File: config.mk
export PLATFORM = sky130hd
export DESIGN_NAME = pse_status_enable_regs
export DESIGN_NICKNAME = d
export VERILOG_FILES = /design/src/hdl/pse_pkg.sv /design/src/hdl/pse_reg_if.sv /design/src/hdl/pse_i2c_slave.sv /design/src/hdl/pse_status_enable_regs.sv
export SDC_FILE = /design/constraint.sdc
export NUM_CORES = 1
export LEC_CHECK = 0
export BUFFER_PORTS_ARGS = -buffer_cell sky130_fd_sc_hd__buf_2
export CORE_MARGIN = 2
export CORE_UTILIZATION = 55
export CTS_CLUSTER_DIAMETER = 100
export DETAILED_ROUTE_END_ITERATION = 16
export PLACE_DENSITY = 0.78
export SYNTH_ARGS = -nofsm -noshare
export SYNTH_HDL_FRONTEND = slang
export SYNTH_HIERARCHICAL = 1
export SYNTH_SLANG_ARGS = --single-unit
File: constraint.sdc
create_clock -name core_clk -period 2.38 [get_ports core_clk]
set_input_delay 0.476 -clock core_clk [delete_from_list [all_inputs] [get_ports core_clk]]
set_output_delay 0.476 -clock core_clk [all_outputs]
set_load 0.02 [all_outputs]
File: src/hdl/pse_pkg.sv
// Constants and register layout of the PMU status and enable register bank
// Functional notes
// RULE_01 - Thermal shutdown flag sticks until written zero
// RULE_02 - LED mode bit: 0 current source, 1 boost
// RULE_03 - Ratio select: 0 gives 60/28%, 1 74/28%
// RULE_04 - Eight protection flags latch until software clears
// RULE_05 - Channel five, six, eight enables: 1 on
// RULE_06 - LED code zero turns LED driver off
// RULE_07 - Nonzero LED code: driver on, reference code/31*0.25V
// RULE_08 - Enable register layout 7,6,5 and code 4:0
// RULE_09 - Protection register flag one bit7 to eight bit0
// RULE_10 - Serial accesses accepted only after power-on completes
// RULE_11 - Event beats clear; writing one never sets
package pse_pkg;
    localparam logic [7:0] PSE_OFS_CTRL = 8'h00;
    localparam logic [7:0] PSE_OFS_PROT = 8'h01;
    localparam logic [7:0] PSE_OFS_CHAN = 8'h02;
    localparam int PSE_BIT_THERM = 2;
    localparam int PSE_BIT_MODE = 1;
    localparam int PSE_BIT_RATIO = 0;
    localparam int PSE_BIT_STEP5 = 7;
    localparam int PSE_BIT_LDO6 = 6;
    localparam int PSE_BIT_LDO8 = 5;
    localparam int PSE_CODE_MSB = 4;
    localparam logic PSE_RST_THERM = 1'b0;
    localparam logic PSE_RST_RATIO = 1'b1;
    localparam logic [7:0] PSE_RST_PROT = 8'h00;
    localparam logic [7:0] PSE_RST_CHAN = 8'h00;
    localparam logic [7:0] PSE_RD_UNMAPPED = 8'h00;
    // Arbitrary default bus address
    localparam logic [6:0] PSE_DEV_ADDR = 7'h2a;
endpackage

File: src/hdl/pse_reg_if.sv
// Byte strobes between the serial slave and the register bank
`timescale 1ns/1ps
interface pse_reg_if;
    logic addrStb;
    logic wrStb;
    logic rdAdv;
    logic [7:0] dataByte;
    logic [7:0] rdByte;
    modport link
    (
        output addrStb,
        output wrStb,
        output rdAdv,
        output dataByte,
        input rdByte
    );
    modport bank
    (
        input addrStb,
        input wrStb,
        input rdAdv,
        input dataByte,
        output rdByte
    );
endinterface

File: src/hdl/pse_i2c_slave.sv
// Two-wire serial slave that turns bus frames into register byte strobes
`timescale 1ns/1ps
module pse_i2c_slave
    import pse_pkg::*;
(
    input logic core_clk,
    input logic reset_n,
    input logic clkEn,
    input logic powerOnDone,
    input logic sclIn,
    input logic sdaIn,
    output logic sdaOe,
    pse_reg_if.link bus
);
    typedef enum {ST_IDLE, ST_DEV, ST_DEVACK, ST_REG, ST_REGACK, ST_WR, ST_WRACK,
        ST_RD, ST_RDACK, ST_RDLOAD} pse_i2c_e;

    pse_i2c_e state_r;
    logic [1:0] sclSync_r;
    logic [1:0] sdaSync_r;
    logic sclLast_r;
    logic sdaLast_r;
    logic [2:0] bitCnt_r;
    logic [7:0] shift_r;
    logic rw_r;
    logic ackOn_r;
    logic sclHi;
    logic sdaHi;
    logic sclRise;
    logic sclFall;
    logic startSeen;
    logic stopSeen;
    logic [7:0] byteIn;

    always_ff @(posedge core_clk or negedge reset_n)
    begin
        if (!reset_n)
        begin
            sclSync_r <= 2'h3;
            sdaSync_r <= 2'h3;
            sclLast_r <= 1'b1;
            sdaLast_r <= 1'b1;
        end
        else if (clkEn)
        begin
            sclSync_r <= {sclSync_r[0], sclIn};
            sdaSync_r <= {sdaSync_r[0], sdaIn};
            sclLast_r <= sclSync_r[1];
            sdaLast_r <= sdaSync_r[1];
        end
    end

    assign sclHi = sclSync_r[1];
    assign sdaHi = sdaSync_r[1];
    assign sclRise = sclHi & ~sclLast_r;
    assign sclFall = ~sclHi & sclLast_r;
    assign startSeen = sclHi & sclLast_r & sdaLast_r & ~sdaHi;
    assign stopSeen = sclHi & sclLast_r & ~sdaLast_r & sdaHi;
    assign byteIn = {shift_r[6:0], sdaHi};

    // Data moves only on the falling clock, so the host sees it settled at the rise
    always_ff @(posedge core_clk or negedge reset_n)
    begin
        if (!reset_n)
        begin
            state_r <= ST_IDLE;
            bitCnt_r <= 3'h0;
            shift_r <= 8'h00;
            rw_r <= 1'b0;
            ackOn_r <= 1'b0;
            sdaOe <= 1'b0;
            bus.addrStb <= 1'b0;
            bus.wrStb <= 1'b0;
            bus.rdAdv <= 1'b0;
            bus.dataByte <= 8'h00;
        end
        else if (clkEn)
        begin
            bus.addrStb <= 1'b0;
            bus.wrStb <= 1'b0;
            bus.rdAdv <= 1'b0;
            if (stopSeen)
            begin
                state_r <= ST_IDLE;
                sdaOe <= 1'b0;
                ackOn_r <= 1'b0;
            end
            else if (startSeen)
            begin
                state_r <= ST_DEV;
                bitCnt_r <= 3'h0;
                sdaOe <= 1'b0;
                ackOn_r <= 1'b0;
            end
            else if (sclRise)
            begin
                case (state_r)
                    ST_DEV, ST_REG, ST_WR:
                    begin
                        shift_r <= byteIn;
                        bitCnt_r <= bitCnt_r + 3'h1;
                        if (bitCnt_r == 3'h7)
                        begin
                            case (state_r)
                                ST_DEV:
                                begin
                                    // Unpowered device leaves its address unanswered
                                    if (byteIn[7:1] == PSE_DEV_ADDR && powerOnDone) // RULE_10
                                    begin
                                        state_r <= ST_DEVACK;
                                        rw_r <= byteIn[0];
                                    end
                                    else
                                    begin
                                        state_r <= ST_IDLE;
                                    end
                                end
                                ST_REG:
                                begin
                                    state_r <= ST_REGACK;
                                    bus.addrStb <= 1'b1;
                                    bus.dataByte <= byteIn;
                                end
                                default:
                                begin
                                    state_r <= ST_WRACK;
                                    bus.wrStb <= 1'b1;
                                    bus.dataByte <= byteIn;
                                end
                            endcase
                        end
                    end
                    ST_RD:
                    begin
                        bitCnt_r <= bitCnt_r + 3'h1;
                        if (bitCnt_r == 3'h7)
                        begin
                            state_r <= ST_RDACK;
                        end
                    end
                    ST_RDACK:
                    begin
                        if (!sdaHi)
                        begin
                            bus.rdAdv <= 1'b1;
                            state_r <= ST_RDLOAD;
                        end
                        else
                        begin
                            state_r <= ST_IDLE;
                        end
                    end
                    default:
                    begin
                    end
                endcase
            end
            else if (sclFall)
            begin
                case (state_r)
                    ST_DEVACK, ST_REGACK, ST_WRACK:
                    begin
                        if (!ackOn_r)
                        begin
                            sdaOe <= 1'b1;
                            ackOn_r <= 1'b1;
                        end
                        else
                        begin
                            ackOn_r <= 1'b0;
                            bitCnt_r <= 3'h0;
                            if (state_r == ST_DEVACK && rw_r)
                            begin
                                shift_r <= bus.rdByte;
                                sdaOe <= ~bus.rdByte[7];
                                state_r <= ST_RD;
                            end
                            else
                            begin
                                sdaOe <= 1'b0;
                                state_r <= (state_r == ST_DEVACK) ? ST_REG : ST_WR;
                            end
                        end
                    end
                    ST_RD:
                    begin
                        shift_r <= {shift_r[6:0], 1'b0};
                        sdaOe <= ~shift_r[6];
                    end
                    ST_RDACK:
                    begin
                        sdaOe <= 1'b0;
                    end
                    ST_RDLOAD:
                    begin
                        shift_r <= bus.rdByte;
                        sdaOe <= ~bus.rdByte[7];
                        bitCnt_r <= 3'h0;
                        state_r <= ST_RD;
                    end
                    default:
                    begin
                    end
                endcase
            end
        end
    end
endmodule

File: src/hdl/pse_status_enable_regs.sv
// PMU status flags, channel enables and LED dimming code behind the serial slave
`timescale 1ns/1ps
module pse_status_enable_regs
    import pse_pkg::*;
(
    input logic core_clk,
    input logic reset_n,
    input logic clkEn,
    input logic powerOnDone,
    input logic sclIn,
    input logic sdaIn,
    output logic sdaOut,
    output logic sdaOe,
    input logic thermalShutdownEvent,
    input logic ledModeDetect,
    input logic [7:0] protectionEvent,
    output logic battTempRatioSelect,
    output logic stepDownFiveEnable,
    output logic ldoSixEnable,
    output logic ldoEightEnable,
    output logic whiteLedDriverOn,
    output logic [4:0] ledFeedbackReference
);
    import pse_pkg::*;

    pse_reg_if regBus ();

    logic [1:0] thermSync_r;
    logic [1:0] modeSync_r;
    logic [7:0] protSync0_r;
    logic [7:0] protSync1_r;
    logic [7:0] ptr_r;
    logic thermFlag_r;
    logic thermFlag_nxt;
    logic ratio_r;
    logic [7:0] protFlags_r;
    logic [7:0] protFlags_nxt;
    logic [7:0] chan_r;
    logic ledOn_r;
    logic wrCtrl;
    logic wrProt;
    logic wrChan;

    function automatic logic [7:0] readMux(input logic [7:0] ofs, input logic therm,
        input logic mode, input logic ratio, input logic [7:0] prot, input logic [7:0] chan);
        logic [7:0] val;
        val = PSE_RD_UNMAPPED;
        case (ofs)
            PSE_OFS_CTRL:
            begin
                val[PSE_BIT_THERM] = therm;
                val[PSE_BIT_MODE] = mode;
                val[PSE_BIT_RATIO] = ratio;
            end
            PSE_OFS_PROT: val = prot;
            PSE_OFS_CHAN: val = chan;
            default: val = PSE_RD_UNMAPPED;
        endcase
        return val;
    endfunction

    pse_i2c_slave u_slave
    (
        .core_clk(core_clk),
        .reset_n(reset_n),
        .clkEn(clkEn),
        .powerOnDone(powerOnDone),
        .sclIn(sclIn),
        .sdaIn(sdaIn),
        .sdaOe(sdaOe),
        .bus(regBus.link)
    );

    // Open drain: only ever pulls low
    assign sdaOut = 1'b0;

    // Analog event lines are asynchronous to the core clock
    always_ff @(posedge core_clk or negedge reset_n)
    begin
        if (!reset_n)
        begin
            thermSync_r <= 2'h0;
            modeSync_r <= 2'h0;
            protSync0_r <= 8'h00;
            protSync1_r <= 8'h00;
        end
        else if (clkEn)
        begin
            thermSync_r <= {thermSync_r[0], thermalShutdownEvent};
            modeSync_r <= {modeSync_r[0], ledModeDetect};
            protSync0_r <= protectionEvent;
            protSync1_r <= protSync0_r;
        end
    end

    // Auto-increment lets a host stream all three registers in one frame
    always_ff @(posedge core_clk or negedge reset_n)
    begin
        if (!reset_n)
        begin
            ptr_r <= 8'h00;
        end
        else if (clkEn)
        begin
            if (regBus.addrStb)
            begin
                ptr_r <= regBus.dataByte;
            end
            else if (regBus.wrStb || regBus.rdAdv)
            begin
                ptr_r <= ptr_r + 8'h01;
            end
        end
    end

    assign wrCtrl = regBus.wrStb && ptr_r == PSE_OFS_CTRL;
    assign wrProt = regBus.wrStb && ptr_r == PSE_OFS_PROT;
    assign wrChan = regBus.wrStb && ptr_r == PSE_OFS_CHAN;

    // A written zero clears, a written one is ignored, and a live event wins
    assign thermFlag_nxt = (thermFlag_r & ~(wrCtrl & ~regBus.dataByte[PSE_BIT_THERM]))
        | thermSync_r[1]; // RULE_01 RULE_11
    assign protFlags_nxt = (protFlags_r & ~({8{wrProt}} & ~regBus.dataByte))
        | protSync1_r; // RULE_04 RULE_09 RULE_11

    always_ff @(posedge core_clk or negedge reset_n)
    begin
        if (!reset_n)
        begin
            thermFlag_r <= PSE_RST_THERM;
            protFlags_r <= PSE_RST_PROT;
        end
        else if (clkEn)
        begin
            thermFlag_r <= thermFlag_nxt;
            protFlags_r <= protFlags_nxt;
        end
    end

    always_ff @(posedge core_clk or negedge reset_n)
    begin
        if (!reset_n)
        begin
            ratio_r <= PSE_RST_RATIO;
        end
        else if (clkEn && wrCtrl)
        begin
            ratio_r <= regBus.dataByte[PSE_BIT_RATIO]; // RULE_03
        end
    end

    always_ff @(posedge core_clk or negedge reset_n)
    begin
        if (!reset_n)
        begin
            chan_r <= PSE_RST_CHAN;
            ledOn_r <= 1'b0;
        end
        else if (clkEn && wrChan)
        begin
            chan_r <= regBus.dataByte; // RULE_08
            ledOn_r <= |regBus.dataByte[PSE_CODE_MSB:0]; // RULE_06 RULE_07
        end
    end

    assign regBus.rdByte = readMux(ptr_r, thermFlag_r, modeSync_r[1], ratio_r, protFlags_r,
        chan_r); // RULE_02
    assign battTempRatioSelect = ratio_r; // RULE_03
    assign stepDownFiveEnable = chan_r[PSE_BIT_STEP5]; // RULE_05
    assign ldoSixEnable = chan_r[PSE_BIT_LDO6]; // RULE_05
    assign ldoEightEnable = chan_r[PSE_BIT_LDO8]; // RULE_05
    assign whiteLedDriverOn = ledOn_r;
    // Reference DAC scales code/31 of its full scale
    assign ledFeedbackReference = chan_r[PSE_CODE_MSB:0]; // RULE_07
endmodule

==> results by group <==
Outcome
  • Status: finished clean

Critical path
  • Crit path capture: u_slave/state_r[3]$_DFFE_PN0P_
  • RR Endpoint: u_slave/state_r[3]$_DFFE_PN0P_
  • Worst Setup SP: u_slave/state_r[3]$_DFFE_PN0P_
  • Delay of the slowest critical-path stage: 0.59 ns
  • Cell Chain, Critical Path: nor3b_2, or2b_1, a221oi_1, a31oi_2, mux2_2
  • R2R cell count: 5
  • Crit. End Element: flop
  • CP max-delay cell: dfrtp_1
  • Reg-to-Reg Start: u_slave/state_r[3]$_DFFE_PN0P_
  • CP startpoint kind: flop
  • Worst reg-to-reg setup slack: 0.14 ns
  • CP Data Required Time: 2.61 ns
  • Critical Path AT: 2.47 ns
  • Kind of critical path: flop to flop
  • Crit Path Max Fanout: 11

GRT
  • First-pass GRT wire length: 15270 um
  • Global route overflow: 0
  • Vias in the first global route: 3128
  • Overall Global Routing Usage: 22.92%
  • Pin count of the biggest net entering global routing: 45
  • Initial antenna violation count: 0

Cells and area
  • Post-Layout Cell Count: 499
  • Area Growth Syn to Fin: 12.92%
  • Number of fill cells: 556
  • Layout Nets: 420
  • Share of cells above drive strength 1: 37.75%
  • Ant diodes: 0

Die
  • DIE AREA: 8340 um^2
  • Num rows: 31
  • Initial Utilization: 57.21%
  • Core ar.: 7331 um^2
  • DIE HEIGHT: 91.33 um
  • IO Count: 28
  • Chip Width: 91.33 um

Pwr
  • Power Dens Cells: 730.3 nW/um^2
  • Worst vdd ir: 470.7 uV
  • Leak: 2.178 nW

Clock tree
  • H-tree Lvls: 3
  • CTS tree: yes
  • Reg clk slew, reported paths: 0.09 ns
  • Number of buffers created by CTS: 9
  • CTS sink cnt: 81
  • Longest Clk Path Bufs: 2
  • Clk_lat worst skew: 0.35 ns
  • Clock root buffer: clkbuf_8
  • Hold_buf cts: 0

Min path
  • Min-Delay Path Class: input pin to async pin

STA
  • Worst slew pin tran: 0.6758 ns
  • Final hold viol count: 0
  • Final setup viols: 0
  • Setup TNS: 0 ns
  • Unrepaired setup endpoints after global routing: false
  • Maximum achievable frequency: 0.4459 GHz
  • Final worst-path cycle share: 94.23%
  • Max-Slew Margin vs Limit: 54.94%
  • Max-slew violation total from the final report: 0
  • Fin Clk Skew: 0.009182 ns
  • Tmin final: 2.243 ns

Synthesis
  • FFs w/ async S/R, synth: 100.0%
  • Post-synth EDFFs: 0
  • Cells after Synth: 356
  • Synthesis warning total: 6
  • Post-synthesis register bit count: 81
  • Post-Syn Area: 4194 um^2
  • Count of cell types in the netlist: 70
  • Seq/Total Area, Yosys: 48.54%
  • Avg Inst Size Synth: 11.78 um^2
  • Main flop type after synthesis: dfrtp_1
  • Synth Net Count: 381

Placed design
  • IO Port Bufs: 26
  • Gpl congestion: 0.8805
  • Placed Cells: 482
  • HPWL after DPL: 6326 um

Route
  • Total Wirelength: 8905 um
  • Final ANT Viol Nets: 0
  • DRT Pass-1 Iters: 4
  • DRC: 0
  • Vias: 3040
  • Vias/cell: 6.092
  • Iter 0 DRT Violations: 299
  • Wire per inst: 17.85 um

Job
  • Max Cap Viol: 0
-- final cells by class --
cell class,instances,area [um^2],area share [%]
Multi-Input combinational cell,242,2036,42.99
Clock inverter,6,50.05,1.057
Sequential cell,81,2036,42.99
Timing Repair Buffer,48,314.1,6.631
Tap cell,99,123.9,2.616
Inverter,13,48.80,1.030
Clock buffer,10,127.6,2.695
-- cells by family (layout without fill, tap and decap cells) --
family | Yosys count | count (layout) | synth area share, %
compound gates | 70 | 70 | 13.04
xor+xnor | 1 | 1 | 0.2089
fa+ha+maj | 9 | 9 | 2.685
buf+inv | 33 | 77 | 3.789
flops | 81 | 81 | 48.54
mux | 66 | 66 | 17.63
other cells | 1 | 1 | 0.08941
simple gates | 95 | 95 | 14.02
-- state kept, by name, summed over array words and instances (netlist names), 2 cells and up --
register	flops
modeSync_r	2
u_slave/shift_r	7
u_slave/sclSync_r	2
thermSync_r	2
u_slave/state_r	4
protSync0_r	8
protFlags_r	8
ptr_r	8
u_slave/bus.dataByte	8
u_slave/bitCnt_r	3
u_slave/sdaSync_r	2
chan_r	8
protSync1_r	8
-- repair_timing --
| action | in CTS | in global routing |
|---|---|---|
| pin swaps | 0 | 2 |
| setup buffers | 0 | 1 |
| resized for setup | 1 | 8 |
| endpoints found under the setup margin | 1 | 11 |
-- per-stage QoR --
stage	total power, mW	worst slack [ns]	utilization (%)	instance area, um^2	hold slack [ns]
global placement	2.489	0.09963	61.53	4511	0.4683
finish	3.459	0.1374	64.60	4736	0.08032
global route	3.650	0.03276	64.60	4736	0.1147
detailed placement	2.534	0.02124	61.53	4511	0.4756
floorplan	2.260	0.1202	-	4194	0.1804
CTS	3.448	0.03464	64.04	4695	0.09904
-- per-layer routing --
layer  GRT usage (%)  up-vias  routed length, um
li1                -     1402                  -
met1           31.72     1556               4098
met2           36.17       66               4347
met3           3.485       16                300
met4           9.722        0                159
met5               0        -                  0
-- report_power, final --
part	switching (mW)	internal, mW
registers	0.155	1.52
clock network	0.527	0.390
logic	0.460	0.401
total	1.14	2.32
-- placed cells by master, fill, tap and decap left out, drive strengths merged, types with 3 or more instances in the layout --
cell type  count
a31oi          3
ha             9
o21ai         15
a221o          4
inv           15
clkbuf        10
dfstp          7
a21oi          9
mux2i          6
nand3          7
buf           48
nand4b         9
dfrtp         74
nand2         20
nand4          5
a22o          15
and3           9
and2           5
nor2          13
mux2          60
nor3b          4
nor4           3
nor3           4
-- synth_stat cells (3+ instances only) --
cell type / number / share of area (%)
dfrtp_1: 74 / 44
mux2_2: 58 / 16
nand2_1: 20 / 1.8
a22o_1: 15 / 3.1
o21ai_0: 14 / 1.7
inv_1: 13 / 1.2
nor2_1: 13 / 1.2
a21oi_1: 9 / 1.1
ha_1: 9 / 2.7
nand4b_1: 9 / 1.9
clkbuf_1: 7 / 0.63
dfstp_2: 7 / 4.4
nand3_1: 7 / 0.84
mux2i_1: 6 / 1.4
and3_2: 5 / 0.90
and2_1: 4 / 0.60
and3_1: 4 / 0.60
buf_1: 4 / 0.36
buf_2: 4 / 0.48
nor3_1: 4 / 0.48
nor3b_1: 4 / 0.72
a221o_1: 3 / 0.72
a31oi_1: 3 / 0.45
buf_6: 3 / 0.81
nand4_1: 3 / 0.45
-- worst min path at each step --
| stage | to | depth (start not counted) | slack, ns | from |
|---|---|---|---|---|
| floorplan | chan_r[0]$_DFFE_PN0P_ | 0 | 0.18 | reset_n |
| global placement | protSync0_r[0]$_DFFE_PN0P_ | 1 | 0.47 | reset_n |
| detailed placement | protSync0_r[0]$_DFFE_PN0P_ | 1 | 0.48 | reset_n |
| CTS | protSync0_r[0]$_DFFE_PN0P_ | 1 | 0.1 | reset_n |
| global route | protSync1_r[0]$_DFFE_PN0P_ | 1 | 0.11 | reset_n |
| finish | protSync1_r[0]$_DFFE_PN0P_ | 1 | 0.08 | reset_n |
-- critical path: cells and delay by family, from the launching register on --
kind             cells  cell delay [ns]
AO/OA/AOI/OAI        2             0.55
flip-flops           1             0.59
multiplexers         1             0.32
AND/OR/NAND/NOR      2             0.66
Note: power is estimated with default switching activity, not from simulation.
